===== config.mk =====
export PLATFORM = sky130hd
export DESIGN_NAME = wtp_trigger_ctrl
export DESIGN_NICKNAME = d
export VERILOG_FILES = /design/src/hdl/wtp_pkg.sv /design/src/hdl/wtp_mem_if.sv /design/src/hdl/wtp_stamp_mem.sv /design/src/hdl/wtp_trig_edge.sv /design/src/hdl/wtp_trigger_ctrl.sv
export SDC_FILE = /design/constraint.sdc
export NUM_CORES = 1
export LEC_CHECK = 0
export BUFFER_PORTS_ARGS = -buffer_cell sky130_fd_sc_hd__buf_2
export CAP_MARGIN = 15
export CORE_UTILIZATION = 50
export DETAILED_ROUTE_END_ITERATION = 10
export PLACE_DENSITY = 0.65
export SYNTH_ARGS = -nofsm -noshare
export SYNTH_HDL_FRONTEND = slang
export SYNTH_SLANG_ARGS = --single-unit

===== constraint.sdc =====
create_clock -name ref_clk -period 10 [get_ports ref_clk]
set_clock_uncertainty 0.2 [all_clocks]
set_input_delay 0.5 -clock ref_clk [delete_from_list [all_inputs] [get_ports ref_clk]]
set_output_delay 0.5 -clock ref_clk [all_outputs]
set_load 0.03 [all_outputs]

===== src/hdl/wtp_pkg.sv =====
// wtp_pkg: constants and types of the waveform trigger playback control.
// assumes one sample per ref_clk cycle.
package wtp_pkg;
    localparam int ADDR_W = 5;
    localparam int DATA_W = 32;
    localparam int LEN_W  = 20;
    localparam int DLY_W  = 22;
    localparam int TS_W   = 32;
    localparam int CTRL_W = 10;
    localparam int ELEM_W = 8;
    localparam int MEM_AW = 4;
    localparam int CNT_W  = MEM_AW + 1;
    localparam int FRAC_W = 2;

    localparam logic [ADDR_W-1:0] OFF_CTRL  = 5'h00;
    localparam logic [ADDR_W-1:0] OFF_DELAY = 5'h04;
    localparam logic [ADDR_W-1:0] OFF_FLEN  = 5'h08;
    localparam logic [ADDR_W-1:0] OFF_GLEN  = 5'h0C;
    localparam logic [ADDR_W-1:0] OFF_DLEN  = 5'h10;
    localparam logic [ADDR_W-1:0] OFF_STAT  = 5'h14;

    localparam int B_TRIG_EN   = 0;
    localparam int B_MODE      = 1;
    localparam int B_EDGE_FALL = 2;
    localparam int B_PAT_EN    = 3;
    localparam int B_PAT_FALL  = 4;
    localparam int B_SW_FRAME  = 5;
    localparam int B_SEQ       = 6;
    localparam int B_SELECT    = 7;
    localparam int B_HI_RATE   = 8;
    localparam int B_BURST_PAT = 9;

    localparam int S_ARMED = 0;
    localparam int S_WAIT  = 1;
    localparam int S_PLAY  = 2;
    localparam int S_GATE  = 3;
    localparam int S_PEND  = 4;
    localparam int S_CNT   = 8;
    localparam int S_ELEM  = 16;

    localparam logic [CTRL_W-1:0] CTRL_RST  = 10'h000;
    localparam logic [DLY_W-1:0]  DELAY_RST = 22'h000000;
    localparam logic [LEN_W-1:0]  FLEN_RST  = 20'h00002;
    localparam logic [LEN_W-1:0]  GLEN_RST  = 20'h00000;
    localparam logic [LEN_W-1:0]  DLEN_RST  = 20'h00002;

    typedef enum logic [1:0] {ST_IDLE, ST_ARMED, ST_WAIT, ST_PLAY} wtp_state_t;
endpackage


===== src/hdl/wtp_mem_if.sv =====
// wtp_mem_if: write and read port of the start time memory.
// assumes both ends run on ref_clk.
`timescale 1ns/10ps
interface wtp_mem_if;
    import wtp_pkg::*;
    logic              wr_en;
    logic [MEM_AW-1:0] wr_addr;
    logic [TS_W-1:0]   wr_data;
    logic [MEM_AW-1:0] rd_addr;
    logic [TS_W-1:0]   rd_data;
    modport mem  (input wr_en, wr_addr, wr_data, rd_addr, output rd_data);
    modport user (output wr_en, wr_addr, wr_data, rd_addr, input rd_data);
endinterface


===== src/hdl/wtp_stamp_mem.sv =====
// wtp_stamp_mem: small memory of scheduled start times, registered read.
// assumes the user reads a word only one cycle after its address settles.
`timescale 1ns/10ps
module wtp_stamp_mem
(
    input wire logic ref_clk,
    wtp_mem_if.mem   port
);
    import wtp_pkg::*;

    logic [TS_W-1:0] mem_r [2**MEM_AW];
    logic [TS_W-1:0] rd_r;

    // no reset: words are read only after being written
    always_ff @(posedge ref_clk)
    begin
        if (port.wr_en)
            mem_r[port.wr_addr] <= port.wr_data;
        rd_r <= mem_r[port.rd_addr];
    end

    assign port.rd_data = rd_r;
endmodule


===== src/hdl/wtp_trig_edge.sv =====
// wtp_trig_edge: pin synchroniser and active edge pulse.
// assumes trig_pin is asynchronous to ref_clk.
`timescale 1ns/10ps
module wtp_trig_edge
(
    input  wire logic ref_clk,
    input  wire logic arst_n,
    input  wire logic trig_pin,
    input  wire logic fall_sel,
    output logic      pulse
);
    logic s1_r, s2_r, s3_r, pulse_r;
    logic pulse_nxt;

    // s1_r feeds s2_r only
    always_comb
    begin
        pulse_nxt = fall_sel ? (s3_r & ~s2_r) : (~s3_r & s2_r);
    end

    always_ff @(posedge ref_clk or negedge arst_n)
    begin
        if (!arst_n)
        begin
            s1_r    <= 1'b0;
            s2_r    <= 1'b0;
            s3_r    <= 1'b0;
            pulse_r <= 1'b0;
        end
        else
        begin
            s1_r    <= trig_pin;
            s2_r    <= s1_r;
            s3_r    <= s2_r;
            pulse_r <= pulse_nxt;
        end
    end

    assign pulse = pulse_r;
endmodule


===== src/hdl/wtp_trigger_ctrl.sv =====
// wtp_trigger_ctrl: external trigger control of waveform pattern playback.
// assumes one sample per ref_clk, Avalon-MM master on the same clock.
// Function
// - two trigger kinds: start position, or timing of each burst.
// - active edge of the trigger input selectable rising or falling.
// - start mode begins output on first active edge after pattern select.
// - start mode ignores later edges while the pattern keeps playing.
// - delay zero starts output one frame period after trigger; delay adds samples.
// - frame period is frame length plus gap length.
// - continuous patterns have zero gap.
// - burst patterns: frame is slot samples, gap is remainder or zero.
// - burst mode outputs exactly one burst per accepted edge.
// - burst mode delay follows the start mode delay.
// - burst mode masks edges closer than a frame period to the last.
// - sequence mode advances element on switch trigger edge.
// - data-end switching only at multiples of element data length.
// - frame-end switching only at element frame boundaries.
// - delay set in samples, quarter sample below high rate, else whole.
// - mode or delay change restarts and re-arms for a fresh trigger.
// - triggers and their settings act only while enabled; a mode or delay change still restarts free run while disabled.
`timescale 1ns/10ps
module wtp_trigger_ctrl
(
    input  wire logic                      ref_clk,
    input  wire logic                      arst_n,
    input  wire logic [wtp_pkg::ADDR_W-1:0] avs_address,
    input  wire logic                      avs_read,
    input  wire logic                      avs_write,
    input  wire logic [wtp_pkg::DATA_W-1:0] avs_writedata,
    output logic      [wtp_pkg::DATA_W-1:0] avs_readdata,
    output logic                           avs_waitrequest,
    input  wire logic                      playback_trigger,
    input  wire logic                      element_switch_trigger,
    output logic                           stream_start,
    output logic                           burst_gate,
    output logic                           playing,
    output logic                           element_advance,
    output logic      [wtp_pkg::FRAC_W-1:0] delay_frac
);
    import wtp_pkg::*;

    ////////////////////////////////////////////////////////////////////////////
    logic                ack_r, ack_nxt;
    logic [DATA_W-1:0]   rdata_r, rdata_nxt;
    logic [CTRL_W-1:0]   ctrl_r, ctrl_nxt;
    logic [DLY_W-1:0]    delay_r, delay_nxt;
    logic [LEN_W-1:0]    flen_r, flen_nxt;
    logic [LEN_W-1:0]    glen_r, glen_nxt;
    logic [LEN_W-1:0]    dlen_r, dlen_nxt;
    logic                wr_go;
    logic                rearm;

    wtp_state_t          state_r, state_nxt;
    logic [TS_W-1:0]     now_r;
    logic [TS_W-1:0]     since_r, since_nxt;
    logic [MEM_AW-1:0]   wr_ptr_r, wr_ptr_nxt;
    logic [MEM_AW-1:0]   rd_ptr_r, rd_ptr_nxt;
    logic [CNT_W-1:0]    cnt_r, cnt_nxt;
    logic                stale_r, stale_nxt;
    logic [LEN_W-1:0]    bcnt_r, bcnt_nxt;
    logic                start_r, start_nxt;
    logic                gate_r, gate_nxt;
    logic                play_r, play_nxt;
    logic [FRAC_W-1:0]   frac_r, frac_nxt;
    logic [TS_W-1:0]     pos_r, pos_nxt;
    logic                pend_r, pend_nxt;
    logic                adv_r, adv_nxt;
    logic [ELEM_W-1:0]   elem_r, elem_nxt;
    logic [TS_W-1:0]     wait_r;

    logic [1:0]          pins, fall, pulse;
    logic                trig_en, mode_burst, seq_ok;
    logic [TS_W-1:0]     per, dtot, unit, pos_inc, head_diff;
    logic                acc_start, acc_burst, push, due, pop, running, bound, adv, pat_ok;

    wtp_mem_if mif();

    wtp_stamp_mem u_mem
    (
        .ref_clk (ref_clk),
        .port    (mif)
    );

    ////////////////////////////////////////////////////////////////////////////
    // trigger pins
    assign pins = {element_switch_trigger, playback_trigger};
    assign fall = {ctrl_r[B_PAT_FALL], ctrl_r[B_EDGE_FALL]};

    for (genvar g = 0; g < 2; g++)
    begin : g_trig
        wtp_trig_edge u_edge
        (
            .ref_clk  (ref_clk),
            .arst_n   (arst_n),
            .trig_pin (pins[g]),
            .fall_sel (fall[g]),
            .pulse    (pulse[g])
        );
    end

    ////////////////////////////////////////////////////////////////////////////
    // register bus: every access answers one cycle after it is raised
    assign avs_waitrequest = (avs_read | avs_write) & ~ack_r;
    assign avs_readdata    = rdata_r;
    assign wr_go           = avs_write & ack_r;
    assign rearm = wr_go & (((avs_address == OFF_CTRL) & (avs_writedata[B_SELECT]
                   | (avs_writedata[B_MODE] != ctrl_r[B_MODE])
                   | (avs_writedata[B_TRIG_EN] != ctrl_r[B_TRIG_EN])))
                   | (avs_address == OFF_DELAY));

    always_comb
    begin
        ack_nxt   = (avs_read | avs_write) & ~ack_r;
        rdata_nxt = rdata_r;
        ctrl_nxt  = ctrl_r;
        delay_nxt = delay_r;
        flen_nxt  = flen_r;
        glen_nxt  = glen_r;
        dlen_nxt  = dlen_r;
        if (wr_go)
        begin
            unique case (avs_address)
                OFF_CTRL:  ctrl_nxt  = avs_writedata[CTRL_W-1:0] & ~(10'h001 << B_SELECT);
                OFF_DELAY: delay_nxt = avs_writedata[DLY_W-1:0];
                OFF_FLEN:  flen_nxt  = avs_writedata[LEN_W-1:0];
                OFF_GLEN:  glen_nxt  = avs_writedata[LEN_W-1:0];
                OFF_DLEN:  dlen_nxt  = avs_writedata[LEN_W-1:0];
                default:   ;
            endcase
        end
        if (avs_read & ack_nxt)
        begin
            unique case (avs_address)
                OFF_CTRL:  rdata_nxt = DATA_W'(ctrl_r);
                OFF_DELAY: rdata_nxt = DATA_W'(delay_r);
                OFF_FLEN:  rdata_nxt = DATA_W'(flen_r);
                OFF_GLEN:  rdata_nxt = DATA_W'(glen_r);
                OFF_DLEN:  rdata_nxt = DATA_W'(dlen_r);
                OFF_STAT:
                begin
                    rdata_nxt           = 32'h00000000;
                    rdata_nxt[S_ARMED]  = (state_r == ST_ARMED);
                    rdata_nxt[S_WAIT]   = (state_r == ST_WAIT);
                    rdata_nxt[S_PLAY]   = play_r;
                    rdata_nxt[S_GATE]   = gate_r;
                    rdata_nxt[S_PEND]   = pend_r;
                    rdata_nxt[S_CNT +: CNT_W]   = cnt_r;
                    rdata_nxt[S_ELEM +: ELEM_W] = elem_r;
                end
                default:   rdata_nxt = 32'h00000000;
            endcase
        end
    end

    always_ff @(posedge ref_clk or negedge arst_n)
    begin
        if (!arst_n)
        begin
            ack_r   <= 1'b0;
            rdata_r <= 32'h00000000;
            ctrl_r  <= CTRL_RST;
            delay_r <= DELAY_RST;
            flen_r  <= FLEN_RST;
            glen_r  <= GLEN_RST;
            dlen_r  <= DLEN_RST;
        end
        else
        begin
            ack_r   <= ack_nxt;
            rdata_r <= rdata_nxt;
            ctrl_r  <= ctrl_nxt;
            delay_r <= delay_nxt;
            flen_r  <= flen_nxt;
            glen_r  <= glen_nxt;
            dlen_r  <= dlen_nxt;
        end
    end

    ////////////////////////////////////////////////////////////////////////////
    // trigger scheduling
    assign trig_en    = ctrl_r[B_TRIG_EN];
    assign mode_burst = ctrl_r[B_MODE];
    // continuous patterns carry no gap
    assign per  = TS_W'(flen_r) + (ctrl_r[B_BURST_PAT] ? TS_W'(glen_r) : 32'h00000000);
    assign dtot = per + TS_W'(delay_r[DLY_W-1:FRAC_W]);

    assign acc_start = pulse[0] & trig_en & ~mode_burst & (state_r == ST_ARMED);
    // a full memory also masks, so no scheduled burst is ever lost
    assign acc_burst = pulse[0] & trig_en & mode_burst & (state_r == ST_ARMED)
                       & (since_r >= per) & ~cnt_r[MEM_AW];
    assign push      = (acc_start | acc_burst) & ~rearm;
    assign head_diff = now_r - mif.rd_data;
    assign due       = (cnt_r != 5'h00) & ~stale_r & ~head_diff[TS_W-1];
    assign pop       = due & ~rearm;

    assign mif.wr_en   = push;
    assign mif.wr_addr = wr_ptr_r;
    assign mif.wr_data = now_r + dtot;
    assign mif.rd_addr = rd_ptr_r;

    // element switching
    assign seq_ok  = ctrl_r[B_PAT_EN] & ctrl_r[B_SEQ];
    assign pat_ok  = pulse[1] & seq_ok;
    assign running = (state_r == ST_PLAY) | gate_r;
    assign unit    = ctrl_r[B_SW_FRAME] ? per : TS_W'(dlen_r);
    assign pos_inc = pos_r + 32'h00000001;
    assign bound   = running & (pos_inc >= unit);
    assign adv     = bound & pend_r & seq_ok;

    always_comb
    begin
        state_nxt  = state_r;
        since_nxt  = (&since_r) ? since_r : since_r + 32'h00000001;
        wr_ptr_nxt = wr_ptr_r + MEM_AW'(push);
        rd_ptr_nxt = rd_ptr_r + MEM_AW'(pop);
        cnt_nxt    = cnt_r + CNT_W'(push) - CNT_W'(pop);
        stale_nxt  = pop | (push & (cnt_r == 5'h00));
        bcnt_nxt   = (bcnt_r != 20'h00000) ? bcnt_r - 20'h00001 : bcnt_r;
        start_nxt  = 1'b0;
        frac_nxt   = ctrl_r[B_HI_RATE] ? 2'h0 : delay_r[FRAC_W-1:0];
        pos_nxt    = running ? (bound ? 32'h00000000 : pos_inc) : pos_r;
        // a switch edge on the advance cycle stays pending
        pend_nxt   = pat_ok | (pend_r & ~adv & ~rearm);
        adv_nxt    = adv;
        elem_nxt   = elem_r + ELEM_W'(adv);
        if (acc_burst & ~rearm)
            since_nxt = 32'h00000001;
        if (pop)
        begin
            start_nxt = 1'b1;
            if (mode_burst)
                bcnt_nxt = flen_r;
        end
        unique case (state_r)
            ST_IDLE:  ;
            ST_ARMED: if (acc_start) state_nxt = ST_WAIT;
            ST_WAIT:  if (due) state_nxt = ST_PLAY;
            ST_PLAY:  ;
        endcase
        if (rearm)
        begin
            // disabled trigger: free run from the select
            state_nxt  = ctrl_nxt[B_TRIG_EN] ? ST_ARMED : ST_PLAY;
            start_nxt  = ~ctrl_nxt[B_TRIG_EN];
            since_nxt  = 32'hFFFFFFFF;
            wr_ptr_nxt = 4'h0;
            rd_ptr_nxt = 4'h0;
            cnt_nxt    = 5'h00;
            bcnt_nxt   = 20'h00000;
            pos_nxt    = 32'h00000000;
        end
        gate_nxt = (bcnt_nxt != 20'h00000);
        play_nxt = (state_nxt == ST_PLAY) | gate_nxt;
    end

    always_ff @(posedge ref_clk or negedge arst_n)
    begin
        if (!arst_n)
        begin
            state_r  <= ST_IDLE;
            now_r    <= 32'h00000000;
            since_r  <= 32'hFFFFFFFF;
            wr_ptr_r <= 4'h0;
            rd_ptr_r <= 4'h0;
            cnt_r    <= 5'h00;
            stale_r  <= 1'b0;
            bcnt_r   <= 20'h00000;
            start_r  <= 1'b0;
            gate_r   <= 1'b0;
            play_r   <= 1'b0;
            frac_r   <= 2'h0;
            pos_r    <= 32'h00000000;
            pend_r   <= 1'b0;
            adv_r    <= 1'b0;
            elem_r   <= 8'h00;
            wait_r   <= 32'h00000000;
        end
        else
        begin
            state_r  <= state_nxt;
            now_r    <= now_r + 32'h00000001;
            since_r  <= since_nxt;
            wr_ptr_r <= wr_ptr_nxt;
            rd_ptr_r <= rd_ptr_nxt;
            cnt_r    <= cnt_nxt;
            stale_r  <= stale_nxt;
            bcnt_r   <= bcnt_nxt;
            start_r  <= start_nxt;
            gate_r   <= gate_nxt;
            play_r   <= play_nxt;
            frac_r   <= frac_nxt;
            pos_r    <= pos_nxt;
            pend_r   <= pend_nxt;
            adv_r    <= adv_nxt;
            elem_r   <= elem_nxt;
            wait_r   <= (state_r == ST_WAIT) ? wait_r + 32'h00000001 : 32'h00000000;
        end
    end

    assign stream_start    = start_r;
    assign burst_gate      = gate_r;
    assign playing         = play_r;
    assign element_advance = adv_r;
    assign delay_frac      = frac_r;
endmodule


==> run metrics, run 1 <==
CTS root buffer clkbuf_16; area of the multi-input gates between 10000 and 15000 sq um; vias post-DR 23100; CTS max path bufs 3; grt total ovfl 0; top cell type's share of synthesized area 0.406; row cnt 100; routability cong. 0.925; post-DP HPWL around 60000 microns; Wirelength per Cell 25.2 microns; 1st-iter DRT viols approximately 2200; synth warn 0; mapped cell area approximately 38000 sq um; Critical Path Source ctrl_r[9]$_DFFE_PN0P_; Nets slightly below 3000; die width about 280 microns; CTS tree done; Worst path max stage delay approximately 0.82 ns; DRC 0; Hold Startpoint avs_writedata[7]; Slew @ Worst Pin about 1.2 ns; maximum clock rate 128 MHz; crit-path max FO 22; FF-to-FF path depth 22; RR Endpoint u_mem.mem_r[0][28]$_DFFE_PP_; CP Capture Type register; Worst-path clk slew about 0.070 ns; vias in the first global route about 23000; Die Height ~280 microns; Primary FF master, synth edfxtp_1; Max Slew Vio Count 0; Pwr per Cell Area approximately 250 nW/um^2; maximum VDD drop approximately 0.20 mV; Worst Setup Start Kind register; reg2reg start ctrl_r[9]$_DFFE_PN0P_; clk sinks about 820; CP arrival 7.90 ns; mean post-synth cell area between 10 and 15 sq um; first-pass GRT wire length 144000 microns; maxcap violations 0; ANT nets after route 0; Cell Chain, Critical Path and2_1 -> ha_1 -> inv_1 -> fa_1 -> nor2b_1 -> o21ai_0 -> a21boi_0 -> o21ai_0 -> a211oi_1 -> o21bai_1 -> and3_1 -> or2_2 -> fa_1 -> inv_1 -> ha_1 -> a2111oi_0 -> a21oi_1 -> a211oi_1 -> nor4_1 -> nor2_1 -> nor2_1 -> xor2_1; area leader, netlist edfxtp_1; Slowest-stage cell, CP xor2_1; total die area between 70000 and 80000 sq um; slew margin rel. 0.208; TritonCTS buffer count between 80 and 90; leakage 16.6 nW; setup TNS 0 ns; Tmin final ~7.8 ns; GRT Resource Usage Total 0.252; Logic pwr share 0.261; RSZ-0062 raised after global routing false; status completed; Post-CTS Repair Setup Buffers 0; Pint approximately 0.0073 W; Min-Delay Path Depth 2; Post-synth EDFFs between 500 and 600; final setup vio count 0; Seq/Total Area, Yosys 0.603; Post-Syn Instances between 2000 and 3000; H-tree depth 3; initial antenna violation count 0; Switching Fraction 0.305; port buffer count between 60 and 70; ys async rst share 0.333; final hold vios 0; share of cells above drive strength 1 0.221; Sequential Area 22800 sq um; post-synthesis register bit count 815; final worst-path cycle share 0.780; Initial Util 0.507; Hold Crit Endpoint glen_r[7]$_DFFE_PN0P_; crit path kind reg -> reg; switching power 0.00321 W; Core Box Area 74700 sq um; vias per cell slightly above 6; top post-synthesis cells by count edfxtp_1 (512), dfrtp_1 (237), nand2_1 (173), mux4_2 (160), ha_1 (133); synth unique cells 88; R2R setup slack 2.20 ns; Hold Crit Class in -> reg; fillers around 5900; hold slack between 0.08 and 0.09 ns; worst skew pair latency about 0.67 ns; CP required 10.09 ns; Post-Route WL ~96000 microns; largest net degree at the start of global routing approximately 170; main area contributors after synthesis edfxtp_1 (41%), dfrtp_1 (16%), mux4_2 (9.5%), ha_1 (4.4%), mux2_2 (2.7%); # diodes 0; Clk pwr share 0.312; most common cell in the netlist edfxtp_1; Area Growth Syn to Fin 13.2%; Ports slightly above 80; Seq pwr share 0.427; drt pass-1 iters 5
[layout make-up]
| type | instances | share of cell area |
|---|---|---|
| Timing Repair Buffer | 154 | 0.0266 |
| Tap cell | 969 | 0.0283 |
| Clock buffer | 114 | 0.0543 |
| Multi-Input combinational cell | 1585 | 0.333 |
| Inverter | 117 | 0.0102 |
| Sequential cell | 815 | 0.533 |
| Clock inverter | 45 | 0.0146 |
[registers in the layout, summed over array words and instances, names as in the netlist, 4 cells and up]
register,cells
mif.wr_addr,4
bcnt_r,20
dlen_r,20
mif.rd_addr,4
cnt_r,5
delay_r,22
flen_r,20
ctrl_r,9
pos_r,32
avs_readdata,24
now_r,32
u_mem.port.rd_data,32
glen_r,20
elem_r,8
u_mem.mem_r,512
since_r,32
[cell usage in the layout, fill, tap and decap left out, types with 22 or more instances in the layout]
cell type | synthesis | routed
a211oi_1 | 22 | 22
a21o_1 | 28 | 28
a21oi_1 | 110 | 109
a22o_1 | 22 | 22
and2_1 | 35 | 35
and3_1 | 26 | 26
buf_2 | 10 | 62
buf_4 | 9 | 58
clkbuf_16 | 0 | 85
dfrtp_1 | 237 | 233
dfstp_2 | 34 | 34
dfxtp_1 | 32 | 32
dlygate4sd3_1 | 0 | 26
edfxtp_1 | 512 | 512
fa_1 | 23 | 23
ha_1 | 133 | 133
inv_1 | 116 | 116
mux2_2 | 92 | 92
mux4_2 | 160 | 160
nand2_1 | 173 | 173
nand3_1 | 66 | 66
nand4_1 | 33 | 33
nor2_1 | 114 | 114
nor3_1 | 43 | 37
o21ai_0 | 72 | 72
xnor2_1 | 86 | 86
xor2_1 | 68 | 68
[logic make-up after synthesis]
| group | Yosys count | share of synthesized area |
|---|---|---|
| and+or+nand+nor | 614 | 0.0855 |
| other | 1 | 0.0000991 |
| adders and majority gates | 156 | 0.0561 |
| AOI/OAI and AO/OA | 381 | 0.0673 |
| muxes | 272 | 0.128 |
| buffers and inverters | 227 | 0.0241 |
| DFF | 815 | 0.603 |
| xor gates and xnor gates | 154 | 0.0356 |
[how the worst max path moves through the flow]
stage                               endpoint  slack (ns)  cells after the start
2_1_floorplan    u_mem.mem_r[5][0]$_DFFE_PP_        1.74                     20
3_3_place_gp   u_mem.mem_r[10][29]$_DFFE_PP_        2.44                     19
3_5_place_dp   u_mem.mem_r[14][29]$_DFFE_PP_        2.34                     19
4_1_cts         u_mem.mem_r[0][28]$_DFFE_PP_        2.24                     22
5_1_grt         u_mem.mem_r[0][28]$_DFFE_PP_        1.67                     22
6_report        u_mem.mem_r[0][28]$_DFFE_PP_        2.20                     22
[power groups by stage]
| stage | clock network [W] | registers [W] | logic, W |
|---|---|---|---|
| detailed placement | 0 | 0.00458 | 0.00272 |
| CTS | 0.00335 | 0.00451 | 0.00274 |
| global placement | 0 | 0.00457 | 0.00264 |
| floorplan | 0 | 0.00436 | 0.00212 |
| finish | 0.00329 | 0.00451 | 0.00275 |
| global route | 0.00348 | 0.00456 | 0.00303 |
[timing repair]
| item | 4_1_cts | 5_1_grt |
|---|---|---|
| resized for setup | 0 | 0 |
| hold buffers | 26 | 0 |
| hold endpoints to repair | 158 | 0 |
[stage by stage]
stage | cell area [sq um] | setup WS, ns | std cells | power [W] | utilization
CTS | 42700 | 2.24 | 3785 | 0.0106 | 0.572
global placement | 39500 | 2.44 | 3599 | 0.00720 | 0.529
global route | 42800 | 1.67 | 3799 | 0.0111 | 0.574
floorplan | 37900 | 1.74 | 2627 | 0.00648 | -
finish | 42800 | 2.20 | 3799 | 0.0106 | 0.574
detailed placement | 39500 | 2.34 | 3600 | 0.00730 | 0.529
[worst max-delay path: cells and delay by family (launching register included)]
family | cells | cell delay (ns)
AND/OR/NAND/NOR | 7 | 1.51
adder cells (fa/ha/maj) | 4 | 1.29
XOR/XNOR | 1 | 0.82
AO/OA/AOI/OAI | 8 | 2.68
buffers and inverters | 2 | 0.10
flip-flops | 1 | 0.81
[metal layers]
layer,global-route usage,vias up,wire [microns]
met5,0,-,0
met4,0.0926,0,3480
met1,0.346,11900,40200
met2,0.406,828,45600
met3,0.0404,190,6510
li1,-,10200,-
(Power assumes the default switching activity.)
==> inputs of run 2 (changes only) <==
==> constraint.sdc (replaced) <==
create_clock -name ref_clk -period 7.9 [get_ports ref_clk]
set_clock_uncertainty 0.2 [all_clocks]
set_input_delay 0.395 -clock ref_clk [delete_from_list [all_inputs] [get_ports ref_clk]]
set_output_delay 0.395 -clock ref_clk [all_outputs]
set_load 0.03 [all_outputs]
==> run metrics, run 2 (synthesis gave the netlist of run 1 again) <==
DRC 0 (unchanged); Core Box Area 74700 sq um (unchanged); maxcap violations 0 (unchanged); CP arrival 7.24 ns (-0.66 ns); Max Slew Vio Count 0 (unchanged); CP Capture Type register; CP bufs+invs 2 (unchanged); initial antenna violation count 0 (unchanged); final hold vios 0 (unchanged); Die Height 277 microns (unchanged); post-DP HPWL 59800 microns (+0.97%); final worst-path cycle share 0.894 (+0.114); RSZ-0062 raised after global routing false; share of cells above drive strength 1 0.224 (+0.00294); Initial Util 0.507 (unchanged); port buffer count 63 (unchanged); Worst-path clk slew 0.06 ns (about the same); H-tree depth 3 (unchanged); critical path depth in cells 22 (unchanged); Worst Setup Start Kind register; max reg flops 512 (unchanged); kind of cell adding the most delay to the critical path compound AO/OA/AOI/OAI gates; routability cong. 0.940 (+1.7%); Slowest-stage cell, CP a2111oi_0; Seq pwr share 0.427 (about the same); slew margin rel. 0.211 (+0.00270); reg2reg start ctrl_r[9]$_DFFE_PN0P_; Tmin final 7.07 ns (-0.739 ns); commonest non-fill, non-tap cell in the layout edfxtp_1; Pwr per Cell Area 311 nW/um^2 (+26%); switching power 0.00409 W (+27%); CTS tree done; ANT nets after route 0 (unchanged); Nets 2970 (+0.44%); Cell Chain, Critical Path and2_1 -> ha_1 -> inv_1 -> fa_1 -> nor2b_1 -> o21ai_0 -> a21boi_0 -> o21ai_0 -> a211oi_1 -> o21bai_1 -> and3_1 -> or2_2 -> fa_1 -> inv_1 -> ha_1 -> a2111oi_0 -> a21oi_1 -> a211oi_1 -> nor4_1 -> nor2_1 -> nor2_1 -> xor2_2; vias per cell 6.03 (-0.90%); total die area 76800 sq um (unchanged); # diodes 0 (unchanged); CP required 8.07 ns (-2.02 ns); vias in the first global route 23100 (-1.0%); Tot Pwr 0.0133 W (+26%); Ports 82 (unchanged); maximum clock rate 142 MHz (+10%); Switching Fraction 0.307 (+0.00209); Hold Crit Class in -> reg; hold slack 0.0689 ns (-0.0189 ns); leakage 16.7 nW (+0.38%); status completed; clk sinks 815 (unchanged); row cnt 100 (unchanged); Post-Route WL 96000 microns (+0.22%); CTS max path bufs 3 (unchanged); largest net degree at the start of global routing 109 (-36%); critical path capture point u_mem.mem_r[14][28]$_DFFE_PP_; die width 277 microns (unchanged); worst skew pair latency 0.65 ns (-0.02 ns); Placed Area 39600 sq um (+0.32%); grt total ovfl 0 (unchanged); Logic pwr share 0.266 (+0.005); Wirelength per Cell 25.2 microns (about the same); maximum VDD drop 0.322 mV (+65%); TritonCTS buffer count 86 (+1.2%); FF-to-FF path depth 22 (unchanged); drt pass-1 iters 5 (unchanged); R2R setup slack 0.83 ns (-1.36 ns); vias post-DR 23000 (-0.58%); Pint 0.00924 W (+26%); fin area 42900 sq um (+0.14%); largest reg by FF count u_mem.mem_r; setup TNS 0 ns (unchanged); Worst path max stage delay 0.77 ns (-0.05 ns); Slew @ Worst Pin 1.18 ns (+0.00837 ns); GRT Resource Usage Total 0.253 (+0.00150); most frequent cells in the layout edfxtp_1 (512), dfrtp_1 (233), nand2_1 (173), mux4_2 (160), ha_1 (133); crit-path max FO 16 (-27%); final setup vio count 0 (unchanged); Hold Startpoint avs_write; 1st-iter DRT viols 2148 (-2.8%); Clk pwr share 0.307 (-0.005); first-pass GRT wire length 145000 microns (+0.59%); Area Growth Syn to Fin 13.3%; crit path kind reg -> reg; RR Endpoint u_mem.mem_r[14][28]$_DFFE_PP_; CTS root buffer clkbuf_16; Critical Path Source ctrl_r[9]$_DFFE_PN0P_; Post-CTS Repair Setup Buffers 0 (unchanged); Final Util 0.574 (+0.000804)
==> run 2: layer usage <==
metal / share of wire / vias up / track usage
met1: 0.43 / 11800 / 0.353
met4: 0.032 / 0 / 0.0830
li1: - / 10200 / -
met5: 0 / - / 0
met2: 0.48 / 780 / 0.406
met3: 0.061 / 158 / 0.0424
==> run 2: worst min path at each step <==
| stage | end | slack (ns) | depth (start not counted) |
|---|---|---|---|
| floorplan | ack_r$_DFF_PN0_ | -0.10 | 0 |
| global placement | g_trig[0].u_edge.s2_r$_DFF_PN0_ | 0.14 | 0 |
| detailed placement | g_trig[1].u_edge.s2_r$_DFF_PN0_ | 0.14 | 0 |
| CTS | delay_r[21]$_DFFE_PN0P_ | 0.02 | 3 |
| global route | delay_r[21]$_DFFE_PN0P_ | 0.04 | 3 |
| finish | delay_r[21]$_DFFE_PN0P_ | 0.07 | 3 |
==> run 2: power groups by stage <==
stage / sequential (W) / combinational [W] / clock (W)
floorplan: 0.00552 / 0.00268 / 0
global placement: 0.00575 / 0.00344 / 0
detailed placement: 0.00577 / 0.00354 / 0
CTS: 0.00569 / 0.00357 / 0.00418
global route: 0.00573 / 0.00389 / 0.00433
finish: 0.00568 / 0.00354 / 0.00410
==> run 2: what timing repair did <==
| item | 4_1_cts | 5_1_grt |
|---|---|---|
| resized for setup | 0 | 1 |
| endpoints found under the setup margin | 0 | 16 |
| hold buffers | 27 | 0 |
| endpoints found under the hold margin | 159 | 0 |
==> run 2: cell type report <==
cell class	count	area, sq um
clock inverters	36	457
clock buffers	123	2470
flip-flops and latches	815	22800
repair buffers	166	1210
inverters	117	439
fillers	5773	31800
multi-input cells	1585	14300
well taps	969	1210
==> run 2: worst min-delay path: stages <==
cell	delay, ns
buf_2	0.14
nand3_1	0.17
mux2_2	0.17
==> run 2: metrics by stage <==
stage | setup slack (ns) | instances
finish | 0.835 | 3811
floorplan | -0.357 | 2627
global route | 0.304 | 3811
detailed placement | 0.632 | 3619
global placement | 0.853 | 3618
CTS | 0.612 | 3805
==> inputs of run 3 (changes only) <==
--- a/config.mk
+++ b/config.mk
@@ -10,6 +10,9 @@
 export CORE_UTILIZATION = 50
 export DETAILED_ROUTE_END_ITERATION = 10
 export PLACE_DENSITY = 0.65
+export RECOVER_POWER = 25
 export SYNTH_ARGS = -nofsm -noshare
 export SYNTH_HDL_FRONTEND = slang
+export SYNTH_HIERARCHICAL = 1
 export SYNTH_SLANG_ARGS = --single-unit
+export TNS_END_PERCENT = 100
==> run metrics, run 3 <==
status complete, but fails checks; failing checks capacitance limit, slew limit; crit-path max FO 21 (+5); CTS max path bufs 3 (unchanged); synth unique cells 87 (-1.1%); Die Height 277 microns (about the same); main area contributors after synthesis edfxtp_1 (41%), dfrtp_1 (16%), mux4_2 (7.6%), ha_1 (4.4%), mux2_2 (2.9%); fin area 42800 sq um (-0.29%); area share of xor/xnor cells in the synthesized design 0.0343 (-0.00138); die width 277 microns (about the same); drt pass-1 iters 7 (+2); routability cong. 0.900 (-4.3%); Wirelength per Cell 23.3 microns (-7.5%); most frequent cells in the layout edfxtp_1 (512), dfrtp_1 (236), nand2_1 (212), inv_1 (135), ha_1 (133); Hold Crit Endpoint g_trig[1].u_edge/s2_r$_DFF_PN0_; Post-Syn Instances 2735 (+4.4%); Hold Crit Class reg -> reg; Initial Util 0.507 (about the same); CP Capture Type register; vias per cell 5.95 (-1.2%); CP arrival 7.20 ns (-0.04 ns); row cnt 100 (unchanged); most common cell in the netlist edfxtp_1; Sequential Area 22800 sq um (about the same); TritonCTS buffer count 86 (unchanged); Area Growth Syn to Fin 13.1%; 1st-iter DRT viols 2085 (-2.9%); CTS root buffer clkbuf_16; ANT nets after route 0 (unchanged); top post-synthesis cells by count edfxtp_1 (512), dfrtp_1 (237), nand2_1 (212), inv_1 (135), ha_1 (133); area leader, netlist edfxtp_1; crit path kind reg -> reg; clk sinks 815 (unchanged); setup TNS 0 ns (unchanged); largest family of logic cells by synthesized area multiplexers; port buffer count 63 (unchanged); final hold vios 0 (unchanged); CTS tree done; GRT Resource Usage Total 0.242 (-0.0114); worst skew pair latency 0.66 ns (about the same); Seq/Total Area, Yosys 0.604 (about the same); mux share of post-synthesis cell area 0.114 (-0.0142); post-DP HPWL 58300 microns (-2.5%); H-tree depth 3 (unchanged); Placed Area 39600 sq um (about the same); Pwr per Cell Area 304 nW/um^2 (-2.2%); Post-synth EDFFs 512 (unchanged); mean post-synth cell area 13.8 sq um (-4.2%); Hold Startpoint g_trig[1].u_edge/s1_r$_DFF_PN0_; area of the multi-input gates 14100 sq um (-1.2%); total die area 76800 sq um (about the same); initial antenna violation count 0 (unchanged); Min-Delay Path Depth 0 (-3); commonest non-fill, non-tap cell in the layout edfxtp_1; vias post-DR 23300 (+1.6%); R2R setup slack 1.07 ns (+0.23 ns); Ports 82 (unchanged); leakage 16.8 nW (+0.93%); slew margin rel. -1.92 (-2.13); post-synthesis register bit count 815 (unchanged); vias in the first global route 23900 (+3.5%); fillers 5858 (+1.5%); largest net degree at the start of global routing 128 (+17%); RR Endpoint elem_r[4]$_DFF_PN0_; FF-to-FF path depth 24 (+9.1%); mapped cell area 37800 sq um (about the same); top cell type's share of synthesized area 0.406 (about the same); maximum VDD drop 0.272 mV (-16%); largest reg by FF count u_mem/mem_r; Worst-path clk slew 0.06 ns (about the same); reg2reg start ctrl_r[9]$_DFFE_PN0P_; share of cells above drive strength 1 0.181 (-0.0435); Tmin final 6.83 ns (-0.235 ns); Nets 3076 (+3.6%); Post-Route WL 91300 microns (-4.9%); max reg flops 512 (unchanged); CP required 8.27 ns (+0.20 ns); grt total ovfl 0 (unchanged); final setup vio count 0 (unchanged); maximum clock rate 146 MHz (+3.4%); RSZ-0062 raised after global routing false; DRC 0 (unchanged); Max Slew Vio Count 264 (+264); Simple-Gate Fraction of Synth Area 0.0880 (+0.00248); # diodes 0 (unchanged); Primary FF master, synth edfxtp_1; Post-CTS Repair Setup Buffers 0 (unchanged); post-synthesis adder-cell area fraction 0.0564 (+0.000285); first-pass GRT wire length 142000 microns (-2.3%); Core Box Area 74700 sq um (unchanged); Critical Path Source ctrl_r[9]$_DFFE_PN0P_; maxcap violations 5 (+5); Worst Setup Start Kind register; post-synthesis compound-gate area fraction 0.0758 (+0.00842); synth warn 6 (+6); ys async rst share 0.333 (unchanged); final worst-path cycle share 0.865 (-0.0297); Slew @ Worst Pin 4.38 ns (+3.20 ns)
==> run 3: cell type report <==
class	instances	share of cell area
multi-input combinational	1671	0.330
clock buffer	124	0.0571
inverter	136	0.0119
tap	969	0.0283
sequential	815	0.534
timing repair buffer	167	0.0293
clock inverter	37	0.00983
==> run 3: timing repair <==
item / 4_1_cts / 5_1_grt
resized for setup: 0 / 0
endpoints found under the hold margin: 214 / 0
hold buffers: 27 / 0
==> run 3: critical path: stages, from the launching register on <==
cell	delay [ns]
dfrtp_1	0.37
buf_4	0.20
and2_1	0.17
ha_1	0.32
o21ai_0	0.12
o21ai_0	0.29
nand2_1	0.16
a211oi_1	0.68
a31oi_1	0.19
nor3_1	0.52
mux2i_1	0.33
ha_1	0.38
a21o_1	0.17
a21o_1	0.17
a21o_1	0.17
a21oi_1	0.15
o21ai_0	0.15
or4_4	0.57
nor4_4	0.37
nor2_1	0.10
and2_1	0.27
ha_1	0.24
ha_1	0.22
nand3_1	0.10
xnor2_1	0.12
==> run 3: through the flow <==
step           setup slack [ns]  std cells  utilization  hold WS [ns]  total power [W]
5_1_grt                   0.628       3919        0.573         0.168           0.0136
4_1_cts                    1.08       3904        0.573         0.151           0.0130
2_1_floorplan             0.128       2742            -        -0.101          0.00797
3_5_place_dp               1.13       3716        0.531         0.140          0.00899
3_3_place_gp               1.17       3716        0.531         0.144          0.00888
6_report                   1.07       3919        0.573         0.154           0.0130
==> run 3: worst max path at each step <==
stage | endpoint | slack [ns] | cells past startpoint
final | elem_r[4]$_DFF_PN0_ | 1.07 | 24
after global routing | cnt_r[4]$_DFF_PN0_ | 0.63 | 28
after CTS | elem_r[4]$_DFF_PN0_ | 1.08 | 24
after detailed placement | u_mem/mem_r[9][28]$_DFFE_PP_ | 1.13 | 21
after global placement | cnt_r[4]$_DFF_PN0_ | 1.17 | 28
after floorplan | u_mem/mem_r[0][0]$_DFFE_PP_ | 0.13 | 24
==> run 3: routing by layer <==
layer,share of wire,global-route usage
met1,0.41,0.314
met2,0.50,0.417
met3,0.049,0.0348
met4,0.034,0.0811
met5,0,0
==> run 3: cell families (layout without fill, tap and decap cells) <==
group                      after synthesis  in the layout
adders and majority gates              157            157
muxes                                  257            257
AOI/OAI and AO/OA                      435            435
xor gates and xnor gates               148            148
buffers and inverters                  256            464
DFF                                    815            815
and+or+nand+nor                        666            666
other                                    1              8
==> run 3: where the power goes <==
part / internal [W] / total (W) / switching, W / leakage (nW)
clock network: 0.00234 / 0.00403 / 0.00170 / 1.40
logic: 0.00144 / 0.00332 / 0.00188 / 6.93
registers: 0.00517 / 0.00564 / 0.000462 / 8.52
